File: src/sar_adc_pkg.sv
/*
   sar_adc_pkg: constants shared by the converter control and the
   successive-approximation engine.
   Assumes a 200 MHz system clock; all times are in nanoseconds.
*/
package sar_adc_pkg;

   // ------------------------------------------------------------------
   // word layout
   // ------------------------------------------------------------------
   localparam int unsigned RES_BITS  = 16;
   localparam int unsigned CODE_MSB  = RES_BITS - 1;
   localparam logic [RES_BITS-1:0] CODE_ZERO = 16'h0000;
   localparam logic [RES_BITS-1:0] MSB_TRIAL = 16'h8000;
   localparam logic [3:0]  TOP_BIT   = 4'hF;
   localparam logic [3:0]  LAST_BIT  = 4'h0;

   // ------------------------------------------------------------------
   // timing
   // ------------------------------------------------------------------
   localparam int unsigned CLK_PERIOD_NS = 5;
   localparam int unsigned T_CONV_MAX_NS = 527;
   // longest time rounds down to whole cycles
   localparam int unsigned CONV_CYC      = T_CONV_MAX_NS / CLK_PERIOD_NS;
   localparam int unsigned STEP_CYC      = CONV_CYC / RES_BITS;
   localparam logic [3:0]  STEP_LAST     = 4'(STEP_CYC - 1);
   localparam logic [3:0]  CNT_ZERO      = 4'h0;
   localparam logic [3:0]  CNT_ONE       = 4'h1;

   // ------------------------------------------------------------------
   // states
   // ------------------------------------------------------------------
   typedef enum logic [2:0] {
      ENG_IDLE  = 3'b001,
      ENG_TRIAL = 3'b010,
      ENG_DONE  = 3'b100
   } eng_state_t;

   typedef enum logic [1:0] {
      CTL_NAP  = 2'b01,
      CTL_CONV = 2'b10
   } ctl_state_t;

endpackage : sar_adc_pkg

File: src/sar_engine_if.sv
/*
   sar_engine_if: start/result handshake and analog-side signals between
   the converter control and the successive-approximation engine.
   Assumes both ends run on the same clock.
*/
`timescale 1ns/1ps
interface sar_engine_if;
   import sar_adc_pkg::*;
   logic                start;   // one-cycle pulse: begin a search
   logic                done;    // one-cycle pulse: code valid
   logic [RES_BITS-1:0] code;    // finished two's complement code
   logic [RES_BITS-1:0] dac;     // trial word driving the cap array
   logic                cmp;     // comparator level, already synced

   modport ctrl   (output start, cmp, input done, code, dac);
   modport engine (input start, cmp, output done, code, dac);
endinterface : sar_engine_if

File: src/sar_engine.sv
/*
   sar_engine: binary search over the capacitive DAC, one bit per step,
   each step timed by an internal count of the system clock.
   Assumes the comparator level on the interface is already synchronised
   and settles within one step.
*/
`timescale 1ns/1ps
module sar_engine
   import sar_adc_pkg::*;
(
   // clock and reset
   input  wire logic  i_clk,
   input  wire logic  i_rst_n,
   // control side
   sar_engine_if.engine eif
);
   import sar_adc_pkg::*;

   eng_state_t          state_r;
   logic [3:0]          cnt_r;
   logic [3:0]          bit_r;
   logic [RES_BITS-1:0] dac_r;
   logic [RES_BITS-1:0] code_r;
   logic                done_r;
   logic                step_end;

   assign step_end = (state_r == ENG_TRIAL) && (cnt_r == STEP_LAST);
   assign eif.dac  = dac_r;
   assign eif.code = code_r;
   assign eif.done = done_r;

   // ------------------------------------------------------------------
   // search sequencer
   // ------------------------------------------------------------------
   // step counter: no external clock is needed during conversion
   always_ff @(posedge i_clk)
   begin
      if (!i_rst_n || state_r != ENG_TRIAL || step_end)
         cnt_r <= CNT_ZERO;
      else
         cnt_r <= cnt_r + CNT_ONE;
   end

   // state, trial word and bit index
   always_ff @(posedge i_clk)
   begin
      if (!i_rst_n)
      begin
         state_r <= ENG_IDLE;
         dac_r   <= CODE_ZERO;
         bit_r   <= TOP_BIT;
      end
      else
      begin
         case (state_r)
            ENG_IDLE:
            begin
               if (eif.start)
               begin
                  dac_r   <= MSB_TRIAL;   // half scale first
                  bit_r   <= TOP_BIT;
                  state_r <= ENG_TRIAL;
               end
            end
            ENG_TRIAL:
            begin
               if (step_end)
               begin
                  // keep the bit only if the input is at or above the trial
                  dac_r[bit_r] <= eif.cmp;
                  if (bit_r == LAST_BIT)
                     state_r <= ENG_DONE;
                  else
                  begin
                     dac_r[bit_r - CNT_ONE] <= 1'b1;
                     bit_r <= bit_r - CNT_ONE;
                  end
               end
            end
            ENG_DONE:
               state_r <= ENG_IDLE;
            default:
               state_r <= ENG_IDLE;
         endcase
      end
   end

   // ------------------------------------------------------------------
   // result word
   // ------------------------------------------------------------------
   // array is offset binary; flipping the msb gives two's complement
   always_ff @(posedge i_clk)
   begin
      if (!i_rst_n)
      begin
         code_r <= CODE_ZERO;
         done_r <= 1'b0;
      end
      else
      begin
         done_r <= (state_r == ENG_DONE);
         if (state_r == ENG_DONE)
            code_r <= {~dac_r[CODE_MSB], dac_r[CODE_MSB-1:0]};
      end
   end
endmodule : sar_engine

File: src/sar_adc_serial_readout.sv
/*
   sar_adc_serial_readout: convert-start handling, busy flag, nap state
   and serial result / daisy-chain shifter of a 16-bit SAR converter.
   Assumes all pins, including the host's serial clock, are asynchronous
   and slow enough to be sampled by the 200 MHz system clock.

// Operation
// - convert rising edge wakes the part and starts a conversion
// - chain select low: shared pin enables the serial output
// - chain select high: shared pin is the upstream serial input
// - busy rises at conversion start, falls when it completes
// - enabled output shifts own or chained data msb first per edge
// - result is two's complement over 65536 codes
// - search tests binary weights from half down to 1/65536
// - finished 16-bit code is loaded into the serial shifter
// - conversion timed internally; host gives only the start edge
// - result readable in the same cycle, no pipeline delay
// - device naps between conversions, wakes on next start
// - normal mode drives output only while enable is low
// - chain mode captures upstream bit on each serial clock rise
*/
`timescale 1ns/1ps
module sar_adc_serial_readout
   import sar_adc_pkg::*;
(
   // clock and reset
   input  wire logic                i_clk,
   input  wire logic                i_rst_n,
   // host pins
   input  wire logic                i_convert_start,
   input  wire logic                i_chain_select,
   input  wire logic                i_bus_enable_or_chain_input,
   input  wire logic                i_sck,
   output logic                     o_busy,
   output logic                     o_serial_result_out,
   output logic                     o_serial_result_oe,
   // analog core
   input  wire logic                i_comparator,
   output logic [RES_BITS-1:0]      o_capacitive_dac,
   output logic                     o_nap
);
   import sar_adc_pkg::*;

   sar_engine_if eif ();

   // ------------------------------------------------------------------
   // pin synchronisers
   // ------------------------------------------------------------------
   logic [2:0] cnv_sync_r;   // third stage only feeds the edge detector
   logic [2:0] sck_sync_r;
   logic [1:0] chain_sync_r;
   logic [1:0] shared_sync_r;
   logic [1:0] cmp_sync_r;
   logic       cnv_rise;
   logic       sck_rise;
   logic       chain_mode;
   logic       shared_pin;

   // first stages are read only by the second stages
   always_ff @(posedge i_clk)
   begin
      if (!i_rst_n)
      begin
         cnv_sync_r    <= 3'h0;
         sck_sync_r    <= 3'h0;
         chain_sync_r  <= 2'h0;
         shared_sync_r <= 2'h3;
         cmp_sync_r    <= 2'h0;
      end
      else
      begin
         cnv_sync_r    <= {cnv_sync_r[1:0], i_convert_start};
         sck_sync_r    <= {sck_sync_r[1:0], i_sck};
         chain_sync_r  <= {chain_sync_r[0], i_chain_select};
         shared_sync_r <= {shared_sync_r[0], i_bus_enable_or_chain_input};
         cmp_sync_r    <= {cmp_sync_r[0], i_comparator};
      end
   end

   assign cnv_rise   = cnv_sync_r[1] & ~cnv_sync_r[2];
   assign sck_rise   = sck_sync_r[1] & ~sck_sync_r[2];
   assign chain_mode = chain_sync_r[1];
   assign shared_pin = shared_sync_r[1];
   assign eif.cmp    = cmp_sync_r[1];

   // ------------------------------------------------------------------
   // conversion control
   // ------------------------------------------------------------------
   ctl_state_t state_r;
   logic       start;

   // a start edge during a conversion is ignored; the host spaces them
   assign start     = cnv_rise && (state_r == CTL_NAP);
   assign eif.start = start;

   // nap until a start edge, convert until the engine reports done
   always_ff @(posedge i_clk)
   begin
      if (!i_rst_n)
         state_r <= CTL_NAP;
      else
      begin
         case (state_r)
            CTL_NAP:
               if (start)
                  state_r <= CTL_CONV;
            CTL_CONV:
               if (eif.done)
                  state_r <= CTL_NAP;
            default:
               state_r <= CTL_NAP;
         endcase
      end
   end

   assign o_busy           = (state_r == CTL_CONV);
   assign o_nap            = (state_r == CTL_NAP);
   assign o_capacitive_dac = eif.dac;

   sar_engine u_engine
   (
      .i_clk   (i_clk),
      .i_rst_n (i_rst_n),
      .eif     (eif.engine)
   );

   // ------------------------------------------------------------------
   // serial shifter
   // ------------------------------------------------------------------
   logic [RES_BITS-1:0] shift_r;
   logic                chain_bit;

   // in normal mode zeros trail the word; the shared pin is an enable
   assign chain_bit = chain_mode & shared_pin;

   // the code lands the cycle busy falls, so msb leads every clock;
   // serial edges during a conversion are ignored, the host keeps
   // the clock quiet then anyway
   always_ff @(posedge i_clk)
   begin
      if (!i_rst_n)
         shift_r <= CODE_ZERO;
      else if (eif.done)
         shift_r <= eif.code;
      else if (sck_rise && state_r == CTL_NAP)
         shift_r <= {shift_r[CODE_MSB-1:0], chain_bit};
   end

   assign o_serial_result_out = shift_r[CODE_MSB];
   // chain mode always drives; normal mode follows the low enable
   assign o_serial_result_oe  = chain_mode | ~shared_pin;
endmodule : sar_adc_serial_readout

File: config.mk
export PLATFORM = sky130hd
export DESIGN_NAME = sar_adc_serial_readout
export DESIGN_NICKNAME = d
export VERILOG_FILES = /design/src/sar_adc_pkg.sv /design/src/sar_engine_if.sv /design/src/sar_engine.sv /design/src/sar_adc_serial_readout.sv
export SDC_FILE = /design/constraint.sdc
export NUM_CORES = 1
export LEC_CHECK = 0
export BUFFER_PORTS_ARGS = -buffer_cell sky130_fd_sc_hd__buf_4
export CORE_MARGIN = 4
export CORE_UTILIZATION = 31
export DETAILED_ROUTE_END_ITERATION = 7
export GPL_TIMING_DRIVEN = 0
export PLACE_DENSITY = 0.5
export SYNTH_ARGS = -nofsm -noshare
export SYNTH_HDL_FRONTEND = slang
export SYNTH_SLANG_ARGS = --single-unit
File: constraint.sdc
create_clock -name i_clk -period 2.8 [get_ports i_clk]
set_input_delay 0.56 -clock i_clk [delete_from_list [all_inputs] [get_ports i_clk]]
set_output_delay 0.56 -clock i_clk [all_outputs]
set_load 0.01 [all_outputs]
# --- Word level (Yosys, flattened, before mapping) ---
# Index checks and enable logic that the tools add are counted.
word_totals:
  out_inout_bits: 20
  in_bits: 7
  regBits: 74
  elab_cells: 78
classes:
  order_cmp: 4
  eq_ne: 13
  bitwise_logic: 9
  add_sub_neg: 2
  mux: 22
  reduce_logical: 15
op_table:
  columns: ["cell", "n"]
  rows:
  - ["$mux 16", 5]
  - ["$pmux 16 s2", 1]
  - ["$bwmux 16", 1]
  - ["$or 16x16->16", 1]
  - ["$mux 4", 3]
  - ["$lt 4x5->1 const B", 2]
  - ["$mux 3", 3]
  - ["$demux 1 s4", 2]
  - ["$ge 4x1->1 const B", 2]
  - ["$pmux 4 s2", 1]
  - ["$ne 2x1->1 const B", 3]
  - ["$ne 2x2->1 const B", 3]
  - ["$pmux 3 s2", 1]
  - ["$reduce_and 3->1", 2]
  - ["$logic_and 1x1->1", 5]
  - ["$add 4x1->4 const B", 1]
  - ["$eq 4x3->1 const B", 1]
  - ["$logic_not 4->1", 1]
  - ["$mux 2", 2]
  - ["$not 1->1", 4]
  - ["$pmux 2 s2", 1]
  - ["$reduce_and 4->1", 1]
  - ["$reduce_bool 2->1", 2]
  - ["$sub 4x1->4 const B", 1]
  - ["12 further kinds", 16]

# --- Longest topological paths before layout ---
logic_depth:
  ltp_word: 9
  ltp_mapped: 8

# --- Modules after synthesis ---
# Synthesis repeated with hierarchy kept, for this count alone.
hier_totals:
  cells_unflattened: 364
  hier_area_um2: 3402.0
by_module_without_submodules:
  columns: ["mod", "cells_each", "area_each_um2", "instances"]
  rows:
  - ["sar_engine", 256, 2280.9, 1]
  - ["sar_adc_serial_readout", 108, 1121.1, 1]

# --- Worst setup path before layout ---
# OpenSTA, ideal clock, no wires.
synth_path:
  path_kind: "reg-to-reg"
  from: "reg u_engine.bit_r[0]"
  to: "reg u_engine.dac_r[0], in the netlist u_engine.eif.dac[0]"
  n_path_buf: 1
  required_ns: 2.740
  t_arrival_ns: 1.608
  setup_ns: 0.060
  stages_incl_launch_ff: 8
  synth_period_minus_slack_ns: 1.668
  path_slack_ns: 1.132
  path_cell_list: "dfxtp_1 inv_1 ha_1 buf_2 nor3_1 and3_1 a211o_1 o2111a_1"
synth_between:
  elab_chain_len: 9
synth_rtl:
  columns: ["element", "line_no", "source"]
  rows:
  - ["start, declared", "sar_engine.sv:21", "logic [3:0] bit_r;"]
  - ["start signal, assigned", "sar_engine.sv:76", "bit_r <= bit_r - CNT_ONE;"]
  - ["$sub 4x1->4 (tied with other cells)", "sar_engine.sv:75", "dac_r[bit_r - CNT_ONE] <= 1'b1;"]
  - ["$lt 4x5->1 (implied by the code) (tied with other cells)", "sar_engine.sv:75", null]
  - ["$logic_and 1x1->1 (implied by the code) / $mux 1 (equally long branches)", "sar_engine.sv:75, sar_engine.sv:70", null]
  - ["$mux 1 (implied by the code) / $demux 1 s4 (equally long branches)", null, null]
  - ["$demux 1 s4 / $bwmux 16 (equally long branches)", null, null]
  - ["$or 16x16->16 (no line)", null, null]
  - ["$mux 16 *", "sar_engine.sv:71", "if (bit_r == LAST_BIT)"]
  - ["$mux 16 *", "sar_engine.sv:67", "if (step_end)"]
  - ["$pmux 16 s2 *", "sar_engine.sv:55", "case (state_r)"]
  - ["end signal, assigned by index", "sar_engine.sv:70", "dac_r[bit_r] <= eif.cmp;"]
  - ["end, declared", "sar_engine.sv:22", "logic [RES_BITS-1:0] dac_r;"]
# Mark *: on every way between the ends. The rest lies on a longest branch, timed or not. The select of a mux whose other input is x is not followed.
# A chain may end at the register's enable or synchronous reset.

# --- Worst setup path after layout ---
# Ends and elaborated chain as after synthesis.

==> flow_summary.toml <==
[outcome]
status = "finished clean"

[placed_design]
place_inst = 556
dp_hpwl_um = 6642
pre_cts_slack_ns = 0.7867
gp_congestion = 0.8679
io_buffers = 25

[min_path]
hold_end = "shared_sync_r[0]"
min_from = "i_bus_enable_or_chain_input"
min_path_type = "input pin to flop"
min_path_cells = 2

[floorplan]
ioPinCount = 27
start_util_pct = 31.99
rows = 38
die_h_um = 114.2
die_w_um = 114.2
core_area_um2 = 10940
die_area_um2 = 13050

[power_and_ir_drop]
leakage_uw = 0.001553
ir_drop_mv = 0.2112
powerDensity_nw_per_um2 = 552.6

[clocking]
numCtsBuffers = 9
cts_tree = "done"
ctsResizeCount = 0
cts-root-buf = "clkbuf_16"
hold_buffers = 0
clk_pin_slew_ns = 0.06
cts_sinks = 74
clk_latency_ns = 0.33
post_cts_buffers = 0
h-tree-depth = 3
cts_max_path_buffers = 2

[final_layout]
fillerInstances = 1135
drive_gt1_share_pct = 18.79
instances_no_fill = 571
area_delta_synth_final_pct = 19.06
nNetsFinal = 440
regArea_um2 = 1481
multi_input_area_um2 = 1823
n_antenna_cell = 0
final_util_pct = 38.09

[yosys]
yosysUniqueCellTypes = 63
syn-cell-area_um2 = 3498
synthesis.nets = 404
yosys.cell_count.top_type = "dfxtp_1"
syn_avg_cell_area_um2 = 8.947
ys_warn_count = 0
yosys-top-cells-count = "dfxtp_1 (74), nand2_1 (46), nor2_1 (30)"
synthCells = 391
synth_edf_count = 0
synth_top_flop_cell = "dfxtp_1"
synthTopCellsByArea = "dfxtp_1 (42%), nand2_1 (4.9%), mux2_2 (4.5%)"
async_flop_share_pct = 0
synth_top_area_share_pct = 42.35
synth-seq-cells = 74
yosysSeqAreaShare_pct = 42.35
synth_largest_area_cell = "dfxtp_1"

[setup_path]
crit_start = "u_engine.bit_r[0]"
r2r_start = "u_engine.bit_r[0]"
r2r_slack_ns = 0.76
cp.required_ns = 3.07
cp.arrival_ns = 2.31
critPathKind = "flop to flop"
end_kind = "flop"
r2r_cells = 7
r2r_end = "u_engine.eif.dac[0]"
worstPathMaxFanout = 10
start_kind = "flop"

[global_routing]
grtUsageTotal_pct = 14.18
overflow = 0
grt_max_degree = 13
antenna_found_initial = 0
grt_pass1_wl_um = 14620
grt_pass1_vias = 2825

[timing]
rsz0062_at_grt = "no"
worst_pin_slew_ns = 0.6614
fin_skew_ns = 0.003794
worst_slack_ns = 0.7601
slew-limit-headroom_pct = 55.57
fin_crit_sh_pct = 72.85
period_minus_slack_ns = 2.040
finalSetupViolations = 0
fmax_mhz = 490.2
final_max_slew_viol_count = 0
hold_violations = 0
fin_tns_setup_ns = 0

[drt]
drt_iter0_drc = 113
wl_per_cell_um = 15.36
drtAntennaViolNets = 0
remaining_drc_errors = 0
firstDrtPassIters = 4
num_vias = 2894
wl_um = 8768
routed_via_density = 5.068

[flow_run]
maxCapViolations = 0
kinds of logic (layout without fill, tap and decap cells):
kind of cell	Yosys count	after routing	share of synthesized area, %
and+or+nand+nor	158	158	24.36
AOI/OAI and AO/OA	85	85	16.06
DFF	74	74	42.35
buffers and inverters	36	76	5.544
muxes	29	29	8.798
adders and majority gates	6	6	2.146
xor gates and xnor gates	3	3	0.7512
registers in the layout (all words and copies together) (netlist names):
signal and flops:
sck_sync_r 3, chain_sync_r 2, u_engine.state_r 3, cmp_sync_r 2, u_engine.eif.dac 16, u_engine.eif.done 1
u_engine.bit_r 4, state_r 2, shared_sync_r 2, u_engine.eif.code 16, shift_r 16, cnv_sync_r 3
u_engine.cnt_r 4
report_power, final:
| part | internal, uW | leakage, uW | switching (uW) |
|---|---|---|---|
| clock network | 733 | 0.000148 | 433 |
| logic | 28.5 | 0.000806 | 38.5 |
| registers | 1060 | 0.000599 | 6.01 |
worst max-delay path by stage:
stage	endpoint	cells after the start
3_5_place_dp	u_engine.eif.dac[0]	7
3_3_place_gp	u_engine.eif.dac[0]	7
5_1_grt	u_engine.eif.dac[10]	7
6_report	u_engine.eif.dac[0]	7
4_1_cts	u_engine.eif.dac[0]	7
2_1_floorplan	u_engine.eif.dac[0]	7
per-layer routing:
layer  part of all wire, %  GRT usage [%]
met1                    47          18.24
met2                    49          24.04
met3                   2.7          2.907
met4                   1.2          4.038
met5                     0              0
final cells by class:
class	instances	area share (%)
Clock buffer	11	6.068
Tap cell	140	4.205
Sequential cell	74	35.57
Inverter	9	0.8111
Multi-Input combinational cell	281	43.77
Timing Repair Buffer	25	4.506
Clock inverter	4	1.232
Buffer	27	3.845
cell usage in the layout (no fill, tap or decap), types with 5 or more instances in the layout:
master and count:
a31oi_1 7, o211ai_1 5, o21ai_0 10, nor3_1 5
and3_1 6, mux2i_1 15, inv_1 8, dfxtp_1 74
buf_2 6, mux2_2 14, ha_1 6, clkbuf_1 13
and2_1 13, buf_4 26, nand2b_1 11, clkbuf_8 6
nand4_1 6, nand3_1 11, nor2_1 30, nor2b_1 7
a21oi_1 26, clkbuf_16 9, nand2_1 46
per-stage QoR:
| step | hold WS [ns] | power (uW) | cell area (um2) |
|---|---|---|---|
| 2_1_floorplan | 0.3863 | 1135 | 3498 |
| 3_3_place_gp | 0.4141 | 1160 | 3861 |
| 3_5_place_dp | 0.4190 | 1161 | 3861 |
| 4_1_cts | 0.4063 | 2333 | 4165 |
| 5_1_grt | 0.4095 | 2385 | 4165 |
| 6_report | 0.4134 | 2302 | 4165 |
critical path, stage by stage (launching register included):
cell and delay, ns:
dfxtp_1 0.45, inv_1 0.10, ha_1 0.19, buf_2 0.17, nor3_1 0.53, and3_1 0.26, a211o_1 0.11, o2111a_1 0.17
Note: power is estimated with default switching activity, not from simulation.
